[src/rtl/gpp_pkg.sv]
// Constants shared by the general purpose port block: register map,
// control bit positions, reset values and timing figures.
// Assumes a single 50 MHz system clock and a plain register port.
package gpp_pkg;

    // ****************************************************
    // Register bus
    // ****************************************************
    localparam int ADDR_W = 4;

    localparam logic [ADDR_W-1:0] OFS_INPUT = 4'h0;
    localparam logic [ADDR_W-1:0] OFS_DIR = 4'h1;
    localparam logic [ADDR_W-1:0] OFS_OUT = 4'h2;
    localparam logic [ADDR_W-1:0] OFS_CTRL = 4'h3;
    localparam logic [ADDR_W-1:0] OFS_DIR_SET = 4'h4;
    localparam logic [ADDR_W-1:0] OFS_DIR_CLR = 4'h5;
    localparam logic [ADDR_W-1:0] OFS_OUT_SET = 4'h6;
    localparam logic [ADDR_W-1:0] OFS_OUT_CLR = 4'h7;

    // ****************************************************
    // Control register layout and reset values
    // ****************************************************
    localparam int CTRL_PUD_BIT = 0;
    localparam logic RST_PUD = 1'b0;
    localparam logic RST_BIT = 1'b0;

    // ****************************************************
    // Timing
    // ****************************************************
    localparam int CLK_PERIOD_NS = 20;
    localparam int SPIKE_NS = 50;
    // Least time, so round up to whole cycles.
    localparam int SPIKE_CYC = (SPIKE_NS + CLK_PERIOD_NS - 1) / CLK_PERIOD_NS;
    localparam int SPIKE_CNT_W = 4;

    // ****************************************************
    // Default pin placement of peripheral functions
    // ****************************************************
    localparam int PORT_W = 8;
    localparam int PIN_DIVIDED_CLOCK_OUTPUT = 0;
    localparam int PIN_SS = 2;
    localparam int PIN_MOSI = 3;
    localparam int PIN_TX = 3;
    localparam int PIN_TWI = 4;
    localparam int PIN_MISO1 = 5;

endpackage : gpp_pkg

[src/rtl/gpp_port.sv]
// One bank of general purpose port pins with its register port,
// input synchroniser and peripheral override logic.
// Assumes the pad ring resolves each pin from out, enable and pull-up,
// and that peripherals deliver their override requests on core_clk_in.
//
// How it works
// - output latch, direction, input register locations.
// - writing one to input register toggles latch.
// - single bit changes leave other pins alone.
// - global pull-up disable kills every pull-up without a pull-up override.
// - direction drives; input plus one means pull-up.
// - pin level readable in both directions.
// - latch plus two flops synchronise the pin level.
// - latch transparent while the clock is high.
// - alternate functions leave other pins unaffected.
// - serial slave forces its data input pin, unless the transmitter, which shares that pin, is enabled.
// - forced input pin keeps pull-up from latch.
// - enabled transmitter forces its pin to output.
// - slave select forced input, active when low.
// - clock output fuse drives pin, even in reset.
// - two-wire pin open drain, spikes filtered.
// - second serial master forces its input pin.
// - every pin feeds a pin change source.
module gpp_port #(
    parameter int WIDTH = gpp_pkg::PORT_W,
    parameter int DIVIDED_CLOCK_OUTPUT_PIN = gpp_pkg::PIN_DIVIDED_CLOCK_OUTPUT,
    parameter int SS_PIN = gpp_pkg::PIN_SS,
    parameter int MOSI_PIN = gpp_pkg::PIN_MOSI,
    parameter int TX_PIN = gpp_pkg::PIN_TX,
    parameter int TWI_PIN = gpp_pkg::PIN_TWI,
    parameter int MISO1_PIN = gpp_pkg::PIN_MISO1
) (
    // Clock and reset
    input wire logic core_clk_in,
    input wire logic rst_in,
    // Register port
    input wire logic [gpp_pkg::ADDR_W-1:0] addr_in,
    input wire logic [WIDTH-1:0] wr_data_in,
    input wire logic wr_in,
    input wire logic rd_in,
    output logic [WIDTH-1:0] rd_data_out,
    // Pins
    input wire logic [WIDTH-1:0] pin_level_in,
    output logic [WIDTH-1:0] pin_out_out,
    output logic [WIDTH-1:0] pin_oe_out,
    output logic [WIDTH-1:0] pin_pullup_out,
    // Generic per-pin overrides
    input wire logic [WIDTH-1:0] pullup_override_enable_in,
    input wire logic [WIDTH-1:0] pullup_override_value_in,
    input wire logic [WIDTH-1:0] direction_override_enable_in,
    input wire logic [WIDTH-1:0] direction_override_value_in,
    input wire logic [WIDTH-1:0] output_override_enable_in,
    input wire logic [WIDTH-1:0] output_override_value_in,
    // Peripheral enables
    input wire logic spi0_slave_enable_in,
    input wire logic spi1_master_enable_in,
    input wire logic serial1_tx_enable_in,
    input wire logic serial1_tx_data_in,
    input wire logic two_wire_enable_in,
    input wire logic two_wire_drive_low_in,
    input wire logic clock_output_fuse_in,
    input wire logic divided_clock_in,
    // Status towards peripherals
    output logic [WIDTH-1:0] pin_change_source_out,
    output logic spi0_select_active_out,
    output logic two_wire_data_filtered_out
);
    import gpp_pkg::*;

    // ****************************************************
    // Software visible registers
    // ****************************************************
    logic [WIDTH-1:0] port_output_latch_r;
    logic [WIDTH-1:0] port_direction_register_r;
    logic global_pullup_disable_r;
    logic [WIDTH-1:0] latch_out_nxt;
    logic [WIDTH-1:0] dir_nxt;

    logic wr_input;
    logic wr_dir;
    logic wr_out;
    assign wr_input = wr_in && (addr_in == OFS_INPUT);
    assign wr_dir = wr_in && (addr_in == OFS_DIR);
    assign wr_out = wr_in && (addr_in == OFS_OUT);

    always_comb begin
        latch_out_nxt = port_output_latch_r;
        if (wr_out) begin
            latch_out_nxt = wr_data_in;
        end else if (wr_in && addr_in == OFS_OUT_SET) begin
            latch_out_nxt = port_output_latch_r | wr_data_in;
        end else if (wr_in && addr_in == OFS_OUT_CLR) begin
            latch_out_nxt = port_output_latch_r & ~wr_data_in;
        end else if (wr_input) begin
            // Toggle ignores the direction bit, so an input pin flips its pull-up.
            latch_out_nxt = port_output_latch_r ^ wr_data_in;
        end
    end

    always_comb begin
        dir_nxt = port_direction_register_r;
        if (wr_dir) begin
            dir_nxt = wr_data_in;
        end else if (wr_in && addr_in == OFS_DIR_SET) begin
            dir_nxt = port_direction_register_r | wr_data_in;
        end else if (wr_in && addr_in == OFS_DIR_CLR) begin
            dir_nxt = port_direction_register_r & ~wr_data_in;
        end
    end

    always_ff @(posedge core_clk_in or posedge rst_in) begin
        if (rst_in) begin
            port_output_latch_r <= '0;
        end else begin
            port_output_latch_r <= latch_out_nxt;
        end
    end

    always_ff @(posedge core_clk_in or posedge rst_in) begin
        if (rst_in) begin
            port_direction_register_r <= '0;
        end else begin
            port_direction_register_r <= dir_nxt;
        end
    end

    always_ff @(posedge core_clk_in or posedge rst_in) begin
        if (rst_in) begin
            global_pullup_disable_r <= RST_PUD;
        end else if (wr_in && addr_in == OFS_CTRL) begin
            global_pullup_disable_r <= wr_data_in[CTRL_PUD_BIT];
        end
    end

    // ****************************************************
    // Input synchroniser
    // ****************************************************
    // The half-cycle stage stands for a latch open while the clock is high:
    // it holds the value seen at the falling edge. Trades latency for safety.
    logic [WIDTH-1:0] in_latch_r;
    logic [WIDTH-1:0] in_s2_r;
    logic [WIDTH-1:0] in_s3_r;
    logic [WIDTH-1:0] in_acc_r;
    logic [WIDTH-1:0] in_acc_nxt;

    always_ff @(negedge core_clk_in or posedge rst_in) begin
        if (rst_in) begin
            in_latch_r <= '0;
        end else begin
            in_latch_r <= pin_level_in;
        end
    end

    always_ff @(posedge core_clk_in or posedge rst_in) begin
        if (rst_in) begin
            in_s2_r <= '0;
            in_s3_r <= '0;
        end else begin
            in_s2_r <= in_latch_r;
            in_s3_r <= in_s2_r;
        end
    end

    // A change is accepted only once the two later stages agree.
    assign in_acc_nxt = (~(in_s2_r ^ in_s3_r) & in_s2_r) | ((in_s2_r ^ in_s3_r) & in_acc_r);

    always_ff @(posedge core_clk_in or posedge rst_in) begin
        if (rst_in) begin
            in_acc_r <= '0;
        end else begin
            in_acc_r <= in_acc_nxt;
        end
    end

    always_ff @(posedge core_clk_in or posedge rst_in) begin
        if (rst_in) begin
            pin_change_source_out <= '0;
        end else begin
            pin_change_source_out <= in_acc_nxt ^ in_acc_r;
        end
    end

    // ****************************************************
    // Read port
    // ****************************************************
    always_ff @(posedge core_clk_in or posedge rst_in) begin
        if (rst_in) begin
            rd_data_out <= '0;
        end else if (rd_in) begin
            case (addr_in)
                OFS_INPUT: rd_data_out <= in_acc_r;
                OFS_DIR: rd_data_out <= port_direction_register_r;
                OFS_OUT: rd_data_out <= port_output_latch_r;
                OFS_CTRL: rd_data_out <= WIDTH'(global_pullup_disable_r);
                default: rd_data_out <= '0;
            endcase
        end else begin
            rd_data_out <= '0;
        end
    end

    // ****************************************************
    // Peripheral status
    // ****************************************************
    logic [SPIKE_CNT_W-1:0] spike_cnt_r;

    always_ff @(posedge core_clk_in or posedge rst_in) begin
        if (rst_in) begin
            spi0_select_active_out <= RST_BIT;
        end else begin
            spi0_select_active_out <= spi0_slave_enable_in & ~in_acc_r[SS_PIN];
        end
    end

    // A new level must stand SPIKE_CYC cycles before it passes the filter.
    always_ff @(posedge core_clk_in or posedge rst_in) begin
        if (rst_in) begin
            spike_cnt_r <= '0;
            two_wire_data_filtered_out <= RST_BIT;
        end else if (in_acc_r[TWI_PIN] == two_wire_data_filtered_out) begin
            spike_cnt_r <= '0;
        end else if (spike_cnt_r == SPIKE_CNT_W'(SPIKE_CYC - 1)) begin
            spike_cnt_r <= '0;
            two_wire_data_filtered_out <= in_acc_r[TWI_PIN];
        end else begin
            spike_cnt_r <= spike_cnt_r + SPIKE_CNT_W'(1);
        end
    end

    // ****************************************************
    // Per-pin drive stage
    // ****************************************************
    // Each pin resolves its own overrides, so a peripheral on one pin
    // never disturbs the others. Software must still set the direction
    // for timer outputs; no timer override exists here.
    for (genvar i = 0; i < WIDTH; i++) begin : g_pin
        logic dir_e;
        logic out_e;
        logic pu_e;
        logic drv_r;
        logic oe_r;
        logic pu_r;

        always_comb begin
            dir_e = direction_override_enable_in[i] ? direction_override_value_in[i]
                                                    : port_direction_register_r[i];
            out_e = output_override_enable_in[i] ? output_override_value_in[i]
                                                 : port_output_latch_r[i];
            pu_e = ~dir_e & port_output_latch_r[i] & ~global_pullup_disable_r;
            if (pullup_override_enable_in[i]) begin
                pu_e = pullup_override_value_in[i];
            end
            if ((spi0_slave_enable_in && (i == MOSI_PIN || i == SS_PIN)) ||
                (spi1_master_enable_in && i == MISO1_PIN)) begin
                dir_e = 1'b0;
                pu_e = port_output_latch_r[i] & ~global_pullup_disable_r;
            end
            if (serial1_tx_enable_in && i == TX_PIN) begin
                dir_e = 1'b1;
                out_e = serial1_tx_data_in;
                pu_e = 1'b0;
            end
            if (two_wire_enable_in && i == TWI_PIN) begin
                dir_e = two_wire_drive_low_in;
                out_e = 1'b0;
                pu_e = port_output_latch_r[i] & ~global_pullup_disable_r;
            end
        end

        if (i == DIVIDED_CLOCK_OUTPUT_PIN) begin : g_divided_clock_output
            // No reset here: the divided clock must keep running during reset.
            always_ff @(posedge core_clk_in) begin
                drv_r <= clock_output_fuse_in ? divided_clock_in : out_e;
                oe_r <= clock_output_fuse_in | dir_e;
                pu_r <= ~clock_output_fuse_in & pu_e;
            end
        end else begin : g_gen
            always_ff @(posedge core_clk_in or posedge rst_in) begin
                if (rst_in) begin
                    drv_r <= RST_BIT;
                    oe_r <= RST_BIT;
                    pu_r <= RST_BIT;
                end else begin
                    drv_r <= out_e;
                    oe_r <= dir_e;
                    pu_r <= pu_e & ~(global_pullup_disable_r & ~pullup_override_enable_in[i]);
                end
            end
        end

        assign pin_out_out[i] = drv_r;
        assign pin_oe_out[i] = oe_r;
        assign pin_pullup_out[i] = pu_r;
    end

    logic no_periph;
    assign no_periph = !spi0_slave_enable_in && !spi1_master_enable_in &&
                       !serial1_tx_enable_in && !two_wire_enable_in &&
                       !(|direction_override_enable_in) && !(|output_override_enable_in);
endmodule // gpp_port

[config.mk]
export PLATFORM = sky130hd
export DESIGN_NAME = gpp_port
export DESIGN_NICKNAME = d
export VERILOG_FILES = /design/src/rtl/gpp_pkg.sv /design/src/rtl/gpp_port.sv
export SDC_FILE = /design/constraint.sdc
export NUM_CORES = 1
export LEC_CHECK = 0
export BUFFER_PORTS_ARGS = -buffer_cell sky130_fd_sc_hd__buf_2
export CORE_MARGIN = 4
export CORE_UTILIZATION = 47
export CTS_CLUSTER_DIAMETER = 200
export DETAILED_ROUTE_END_ITERATION = 8
export MAX_ROUTING_LAYER = met4
export PLACE_DENSITY = 0.76
export SKIP_CTS_REPAIR_TIMING = 1
export SYNTH_ARGS = -nofsm -noshare
export SYNTH_HDL_FRONTEND = slang
export SYNTH_SLANG_ARGS = --single-unit
[constraint.sdc]
create_clock -name core_clk_in -period 3.3 [get_ports core_clk_in]
set_clock_uncertainty 0.2 [all_clocks]
set_input_delay 0.66 -clock core_clk_in [delete_from_list [all_inputs] [get_ports core_clk_in]]
set_output_delay 0.66 -clock core_clk_in [all_outputs]
set_load 0.005 [all_outputs]
Yosys cells after proc, flatten, opt, wreduce, memory -nomap -nowiden
Index checks and enable logic that the tools add are counted.
{"block": "totals", "regBits": 95, "out_inout_bits": 42, "input_bits": 80}
{"block": "op_classes", "n_reduce_logical": 12, "mux": 48, "eq_ne": 9, "n_bitwise": 75, "addsub": 1}
{"op": "8-bit 2-to-1 mux", "count": 8}
{"op": "1-bit 2-to-1 mux", "count": 37}
{"op": "1-bit AND", "count": 36}
{"op": "8-bit AND", "count": 4}
{"op": "8-bit case mux with 4 select lines", "count": 1}
{"op": "1-bit inverter", "count": 26}
{"op": "8-bit OR", "count": 3}
{"op": "8-bit bitwise XOR", "count": 3}
{"op": "4-bit by 3-bit == test with 1-bit output, second input constant", "count": 4}
{"op": "8-bit inverter", "count": 2}
{"op": "4-bit by 2-bit == test with 1-bit output, second input constant", "count": 3}
{"op": "1-bit logical AND", "count": 8}
{"op": "4-bit 2-to-1 mux", "count": 2}
{"op": "4-bit by 1-bit adder with 4-bit output, second input constant", "count": 1}
{"op": "4-bit by 1-bit == test with 1-bit output, second input constant", "count": 1}
{"op": "4-bit zero test", "count": 1}
{"op": "4-bit nonzero test", "count": 1}
{"op": "3-bit nonzero test", "count": 1}
{"op": "2-bit AND reduction", "count": 1}
{"op": "1-bit == test", "count": 1}
{"op": "1-bit OR", "count": 1}

Logic depth before layout (Yosys ltp)
Gate-level depths: netlist of the first run.
{"block": "depth", "ltp_word": 8, "ltp_mapped": 7, "depth_no_buf": 5}

==> results.toml, run 1 <==
[outcome]
status = "completed"

[route]
drt_wl_total_microns = 9491
first_pass_iters = 4
initialDrtViolationCount = 165
num_vias = 3201
viasPerCell = 5.239
wl_per_cell_microns = 15.53
drc = 0
drtAntennaViolNets = 0

[power_and_ir_drop]
power_mw = 2.818
p_seq_share_pct = 51.7
power_frac_clock_pct = 29.0
leakage_nw = 2.554
power.switching_mw = 0.8261
peakVddDrop_mv = 0.2311
cellInternalPower_mw = 1.991
p_comb_share_pct = 19.3
p_per_area_nw_per_um2 = 560.4
swShare_pct = 29.32

[critical_path]
rrSetupSlack_ns = 1.02
endpoint_kind = "flop"
rr_worst_depth = 0
r2r_start = "in_latch_r[6]"
worstReg2RegEnd = "in_s2_r[6]"
slowest_stage = "buf_2"
cp.arrival_ns = 0.75
crit_buf_inv = 1
crit_path_start_kind = "input pin"
required_ns = 1.64
crit_type = "input pin to flop"
cp_top_family = "buffers and inverters"
cpPeakStageDelay_ns = 0.09
cp_max_fo = 1
path_cells = "buf_2"

[placed_design]
gp_congestion = 0.8798
dp_hpwl_microns = 6883
dp.cells = 594
portBuffers = 121

[run]
max-cap-violations = 0

[grt]
grt_max_degree = 53
first_global_vias = 3242
antenna_found_initial = 1
grt_overflow = 0
grtUsageTotal_pct = 18.34
grt_pass1_wl_microns = 15680

[layout]
nets = 595
fillers = 739
fin_cells = 611
final_util_pct = 57.09
drive_gt1_share_pct = 31.08
area_growth_pct = 16.73

[sta]
rsz0062_at_grt = "no"
final_hold_viol_count = 0
tns_ns = 0
setup_violations = 0
worstMarginPinSlew_ns = 0.6436
relSlewSlack_pct = 57.10
slew_violations = 0

[yosys]
ys_warn_count = 0
netlist_area_sq_um = 4307
syn_inst = 397
synth_edf_count = 0
synth_nets = 495
synth.area.top_cells = "dfrtp_1 (49%), ha_1 (5.2%), dfrtn_1 (4.6%), buf_4 (4.5%), nand2_1 (3.7%)"
ys.flop_type = "dfrtp_1"
synthArstFlopShare_pct = 96.84
synth_cell_types = 43
synth-seq-cells = 95
syn_area_per_cell_sq_um = 10.85
yosysTopAreaCellShare_pct = 48.81
synth_common_cells = "dfrtp_1 (84), nand2_1 (42), nor2_1 (42)"
yosysTopAreaCell = "dfrtp_1"
yosysSeqAreaShare_pct = 54.85
yosysMostFrequentCell = "dfrtp_1"

[cts]
cts_sinks = 95
cts_htree_levels = 3
cts.clk_slew.worst_paths_ns = 0.08
numCtsBuffers = 9
clock-root-buffer = "clkbuf_8"
cts_buffer_depth = 2
clk_latency_ns = 0.37
cts_tree = "done"

[die]
initial_core_util_pct = 48.91
dieArea_sq_um = 10760
core_sq_um = 8806
design.portCount = 122
dieWidth_microns = 103.7
placementRows = 34
die_h_microns = 103.7

[worst_hold_path]
hold_path.class = "flop to flop"
min_to = "in_s3_r[1]"
hold_path_depth = 0
hp-start = "in_s2_r[1]"
[flip-flops by register name (all words and copies together) (netlist names), 4 cells and up, named ones only]
register and cells:
g_pin.oe_r 8, pin_change_source_out 8, spike_cnt_r 4, in_acc_r 8, in_s3_r 8, g_pin.pu_r 8
rd_data_out 8, port_output_latch_r 8, g_pin.drv_r 8, in_s2_r 8, in_latch_r 8
[power by group through the flow]
stage | logic, mW | clock network [mW] | registers (mW)
6_report | 0.543 | 0.817 | 1.46
5_1_grt | 0.621 | 0.892 | 1.48
4_1_cts | 0.553 | 0.839 | 1.46
3_5_place_dp | 0.550 | 0 | 1.48
3_3_place_gp | 0.524 | 0 | 1.47
2_1_floorplan | 0.418 | 0 | 1.44
[cell usage in the layout (no fill, tap or decap), types with 3 or more instances in the layout]
master / Yosys / layout
buf_2: 3 / 121
o21ai_1: 4 / 4
nor2_1: 42 / 42
clkinvlp_4: 0 / 3
mux2i_1: 13 / 13
o2bb2ai_1: 8 / 8
dfrtn_1: 8 / 8
buf_4: 26 / 3
and3_1: 8 / 8
a221oi_1: 8 / 8
nor2b_1: 6 / 6
a22o_1: 8 / 8
o41ai_1: 6 / 6
ha_1: 18 / 18
dfxtp_1: 3 / 3
clkbuf_8: 0 / 11
a21oi_1: 24 / 24
dfrtp_1: 84 / 84
inv_1: 20 / 19
nand2_1: 42 / 42
mux2_2: 7 / 7
o21ai_0: 27 / 27
[kinds of logic (layout without fill, tap and decap cells)]
kind of cell / Yosys count / in the layout / share of synthesized area, %
adder cells (fa/ha/maj): 18 / 18 / 5.230
buffers and inverters: 55 / 160 / 7.844
AO/OA/AOI/OAI: 94 / 94 / 14.18
other: 0 / 1 / 0
AND/OR/NAND/NOR: 111 / 111 / 12.23
XOR/XNOR: 4 / 4 / 0.8136
flip-flops: 95 / 95 / 54.85
multiplexers: 20 / 20 / 4.852
[worst max-delay path by stage]
stage,endpoint,depth (start not counted),startpoint
3_3_place_gp,in_latch_r[2],1,pin_level_in[2]
3_5_place_dp,in_latch_r[2],1,pin_level_in[2]
5_1_grt,in_latch_r[1],1,pin_level_in[1]
2_1_floorplan,in_latch_r[0],1,rst_in
6_report,in_latch_r[7],1,pin_level_in[7]
4_1_cts,in_latch_r[7],1,pin_level_in[7]
[stage by stage]
stage	instance area, sq um	hold slack, ns	worst slack [ns]
after floorplan	4310	0.1948	-0.1930
after global placement	4811	0.2024	0.5430
after detailed placement	4811	0.2127	0.5399
after CTS	5025	0.2333	0.9041
after global routing	5027	0.2528	0.8988
final	5027	0.2311	0.8910
[per-layer routing]
metal / vias to the layer above / GRT usage (%) / wire length, microns
li1: 1548 / - / -
met1: 1533 / 22.29 / 4011
met2: 102 / 29.72 / 4660
met3: 18 / 4.291 / 606
met4: 0 / 7.407 / 212
met5: - / - / 0
[layout make-up]
type                    instances  area, sq um  area share [%]
clock inverters                 5        62.56           1.244
repair buffers                124        628.1           12.49
diodes                          1        2.502         0.04978
clock buffers                  11        151.4           3.011
well taps                     108        135.1           2.688
flip-flops and latches         95         2362           46.99
multi-input cells             247         1607           31.96
inverters                      20        78.83           1.568
No activity file was read; power rests on OpenSTA's default activity.
==> run 2: changes to the inputs <==
==> constraint.sdc (replaced) <==
create_clock -name core_clk_in -period 2.13 [get_ports core_clk_in]
set_clock_uncertainty 0.2 [all_clocks]
set_input_delay 0.426 -clock core_clk_in [delete_from_list [all_inputs] [get_ports core_clk_in]]
set_output_delay 0.426 -clock core_clk_in [all_outputs]
set_load 0.005 [all_outputs]
==> run 2 against run 1 <==
  * Via count about the same
  * Cell count increased by 0.82%
  * Clock-buffer cell count unchanged
  * Worst hold slack got worse by 0.18 ns
  * Utilization increased by 0.53 points
  * Critical path type is now input pin to asynchronous set/reset pin
==> results.toml, run 2 (synthesized netlist as in run 1, its figures left out) <==
[grt]
grt_overflow = 0
antenna_found_initial = 0
first_global_vias = 3262
grt_pass1_wl_microns = 15830
grtUsageTotal_pct = 18.68
grt_max_degree = 50

[power_and_ir_drop]
power.switching_mw = 1.263
peakVddDrop_mv = 0.4077
cellInternalPower_mw = 3.091
power_frac_clock_pct = 28.6
p_per_area_nw_per_um2 = 858.2
p_seq_share_pct = 52.0
leakage_nw = 2.587
swShare_pct = 29.00
p_comb_share_pct = 19.5

[cts]
clk_latency_ns = 0.35
cts_tree = "done"
cts_sinks = 95
clock-root-buffer = "clkbuf_8"
cts_buffer_depth = 2
cts.clk_slew.worst_paths_ns = 0.10
numCtsBuffers = 9
cts_htree_levels = 3

[critical_path]
crit_buf_inv = 3
crit_path_start_kind = "input pin"
required_ns = 1.46
rrSetupSlack_ns = 0.44
slowest_stage = "dlygate4sd3_1"
path_cells = "dlygate4sd3_1, buf_2, clkinvlp_4"
cp_top_family = "buffers and inverters"
cpPeakStageDelay_ns = 0.53
cp_max_fo = 14
endpoint_kind = "asynchronous set/reset pin"
crit_type = "input pin to asynchronous set/reset pin"
cp.arrival_ns = 1.31

[layout]
nets = 601
drive_gt1_share_pct = 31.69
area_growth_pct = 17.81
multi_input_area_sq_um = 1607
final_cell_mix = "buf_2 (121), dfrtp_1 (84), nand2_1 (42), nor2_1 (42), o21ai_0 (27)"
fillers = 753
seqCellArea_sq_um = 2362
layout_commonest_cell = "buf_2"
final_util_pct = 57.62
antenna_cells = 0

[die]
initial_core_util_pct = 48.91
placementRows = 34
design.portCount = 122
core_sq_um = 8806
dieWidth_microns = 103.7
die_h_microns = 103.7
dieArea_sq_um = 10760

[worst_hold_path]
hold_path.class = "input pin to flop"

[run]
max-cap-violations = 0

[route]
viasPerCell = 5.192
drc = 0
drt_wl_total_microns = 9455
met1_length_microns = 4024
initialDrtViolationCount = 223
first_pass_iters = 4
highest_layer = "met4"
wl_per_cell_microns = 15.35
met2_wirelength_microns = 4796
num_vias = 3198
wl_met3_microns = 503
drtAntennaViolNets = 0

[sta]
slew_violations = 0
setup_violations = 0
relSlewSlack_pct = 59.79
rsz0062_at_grt = "no"
setup_ws_ns = 0.1483
worstMarginPinSlew_ns = 0.6031
final_hold_viol_count = 0

[placed_design]
pre_cts_ws_ns = 0.1844
gp_congestion = 0.8641
dp_hpwl_microns = 6962
portBuffers = 121

[outcome]
status = "completed"
==> run 2: stage by stage <==
stage | instances | TNS, ns | cell area, sq um | hold WS [ns] | power, mW
after floorplan | 397 | -4.352 | 4310 | 0.1948 | 2.878
after global placement | 599 | 0 | 4848 | 0.2006 | 3.108
after detailed placement | 599 | 0 | 4848 | 0.2064 | 3.155
after CTS | 615 | 0 | 5064 | -0.1741 | 4.399
after global routing | 616 | 0 | 5074 | 0.02675 | 4.638
final | 616 | 0 | 5074 | 0.04693 | 4.354
==> run 2: worst paths after layout <==
kind	start	endpoint	cells past startpoint
min in group asynchronous	rst_in	in_s3_r[7]	3
worst min register to register	in_s2_r[7]	in_s3_r[7]	0
worst min-delay path	spi1_master_enable_in	g_pin[5].oe_r	2
worst max register to register	in_latch_r[4]	in_s2_r[4]	0
worst max-delay path	rst_in	in_latch_r[7]	3
max in group core_clk_in	in_latch_r[4]	in_s2_r[4]	0
==> run 2: layout make-up <==
type                    count  share of cell area [%]
clock inverters             5                   1.258
clock buffers              11                   2.984
well taps                 108                   2.663
inverters                  20                   1.554
flip-flops and latches     95                   46.56
multi-input cells         247                   31.66
repair buffers            130                   13.32
==> run 2: power groups by stage <==
stage | sequential [mW] | clock [mW] | combinational, mW
detailed placement | 2.30 | 0 | 0.855
global route | 2.31 | 1.36 | 0.969
global placement | 2.29 | 0 | 0.821
finish | 2.26 | 1.24 | 0.849
floorplan | 2.23 | 0 | 0.648
CTS | 2.27 | 1.27 | 0.859
==> run 2: layer usage <==
layer / global-route usage, % / vias up
li1: - / 1562
met1: 23.34 / 1529
met4: 6.553 / 0
met5: - / -
met3: 4.975 / 13
met2: 29.63 / 94
==> run 3: changes to the inputs <==
--- a/config.mk
+++ b/config.mk
@@ -6,12 +6,14 @@
 export NUM_CORES = 1
 export LEC_CHECK = 0
 export BUFFER_PORTS_ARGS = -buffer_cell sky130_fd_sc_hd__buf_2
+export CORE_ASPECT_RATIO = 0.8
 export CORE_MARGIN = 4
 export CORE_UTILIZATION = 47
 export CTS_CLUSTER_DIAMETER = 200
 export DETAILED_ROUTE_END_ITERATION = 8
 export MAX_ROUTING_LAYER = met4
 export PLACE_DENSITY = 0.76
+export RECOVER_POWER = 100
 export SKIP_CTS_REPAIR_TIMING = 1
 export SYNTH_ARGS = -nofsm -noshare
 export SYNTH_HDL_FRONTEND = slang
==> run 3 against run 2 <==
  * Cell count rose by 1.1%
  * Worst setup slack got worse by 0.076 ns
  * Clock-buffer cell count did not move
  * Wire length rose by 2.8%
  * Power rose by 12%
  * First-iteration DRC count fell by 25%
  * Critical path depth rose by 1
  * Via count rose by 3.3%
==> results.toml, run 3 (synthesized netlist as in run 1, its figures left out) <==
[outcome]
status = "completed"

[critical_path]
path_cells = "dlygate4sd3_1, clkbuf_1, clkinvlp_4, buf_12"
slowest_stage = "dlygate4sd3_1"
cp.arrival_ns = 1.41
crit_type = "input pin to asynchronous set/reset pin"
rr_worst_depth = 0
cpPeakStageDelay_ns = 0.54
required_ns = 1.49
crit_path_start_kind = "input pin"
cp_top_family = "buffers and inverters"
rrSetupSlack_ns = 0.42
r2r_start = "in_latch_r[4]"
crit_buf_inv = 4
critPathLaunch = "rst_in"
endpoint_kind = "asynchronous set/reset pin"
worstReg2RegEnd = "in_s2_r[4]"
cp_max_fo = 36

[die]
dieArea_sq_um = 10770
core_sq_um = 8708
initial_core_util_pct = 49.45
design.portCount = 122
placementRows = 30
die_h_microns = 93.62
dieWidth_microns = 115.0

[sta]
rsz0062_at_grt = "no"
setup_ws_ns = 0.07242
relSlewSlack_pct = 44.96
final_hold_viol_count = 0
setup_violations = 0
slew_violations = 0
worstMarginPinSlew_ns = 0.8257

[placed_design]
gp_congestion = 0.8621
portBuffers = 121
pre_cts_ws_ns = 0.1752
dp_hpwl_microns = 7138

[cts]
cts_buffer_depth = 2
numCtsBuffers = 9
cts_tree = "done"
cts_htree_levels = 3
cts.clk_slew.worst_paths_ns = 0.06
cts_sinks = 95
clock-root-buffer = "clkbuf_16"
clk_latency_ns = 0.35

[grt]
grt_pass1_wl_microns = 15590
grt_max_degree = 37
antenna_found_initial = 0
grt_overflow = 0
first_global_vias = 3301
grtUsageTotal_pct = 19.09

[layout]
layout_commonest_cell = "buf_2"
area_growth_pct = 19.96
final_cell_mix = "buf_2 (97), dfrtp_1 (84), nand2_1 (42), nor2_1 (42), clkbuf_1 (30)"
final_util_pct = 59.32
nets = 604
drive_gt1_share_pct = 26.03
antenna_cells = 0

[route]
wl_per_cell_microns = 15.61
initialDrtViolationCount = 167
viasPerCell = 5.300
drtAntennaViolNets = 0
drc = 0
num_vias = 3302
drt_wl_total_microns = 9723
first_pass_iters = 4

[worst_hold_path]
hold_path.class = "input pin to flop"
hp-start = "spi1_master_enable_in"
min_to = "g_pin[5].oe_r"
hold_path_depth = 2

[power_and_ir_drop]
peakVddDrop_mv = 0.5398
leakage_nw = 2.545
p_per_area_nw_per_um2 = 940.2

[run]
max-cap-violations = 0
-- run 3: cell types whose count changed in the layout (fill, tap and decap cells not counted), sizes merged --
| cell | previous run | this run |
|---|---|---|
| buf | 129 | 103 |
| clkbuf | 11 | 40 |
| bufinv | 1 | 2 |
| inv | 20 | 19 |
-- run 3: per-stage QoR --
stage	setup TNS, ns	total power [mW]	instance area, sq um	instances	hold slack, ns
after floorplan	-4.352	2.878	4310	397	0.1948
after global placement	0	3.117	4888	606	0.2004
after detailed placement	0	3.172	4888	606	0.2122
after CTS	0	4.928	5213	622	-0.08777
after global routing	0	5.138	5166	623	0.05533
final	0	4.857	5166	623	0.05995
-- run 3: worst max-delay path by stage --
stage | slack [ns] | cells past startpoint | to
after floorplan | -0.54 | 1 | in_latch_r[0]
after global placement | 0.19 | 1 | in_latch_r[5]
after detailed placement | 0.18 | 5 | port_output_latch_r[5]
after CTS | 0.41 | 0 | in_s2_r[3]
after global routing | 0.01 | 5 | asynchronous set/reset pin
final | 0.07 | 4 | in_latch_r[2]
-- run 3: where the power goes --
group          total, mW  leakage (nW)  internal (mW)  switching, mW
Sequential          2.28          1.16           2.06          0.218
Clock               1.74         0.156           1.06          0.675
Combinational      0.847          1.23          0.410          0.437
Total               4.86          2.55           3.53           1.33
-- run 3: layout make-up --
type	instances	area, sq um
Fill cell	747	3542
Timing Repair Buffer	133	661.9
Inverter	20	78.83
Sequential cell	95	2362
Tap cell	112	140.1
Multi-Input combinational cell	247	1599
Clock inverter	5	81.33
Clock buffer	11	242.7
-- run 3: routing by layer --
| layer | global-route usage (%) | up-vias | part of all wire (%) |
|---|---|---|---|
| li1 | - | 1574 | - |
| met1 | 22.97 | 1618 | 42 |
| met2 | 31.70 | 103 | 50 |
| met3 | 6.468 | 7 | 7.4 |
| met4 | 3.519 | 0 | 0.67 |
| met5 | - | - | 0 |
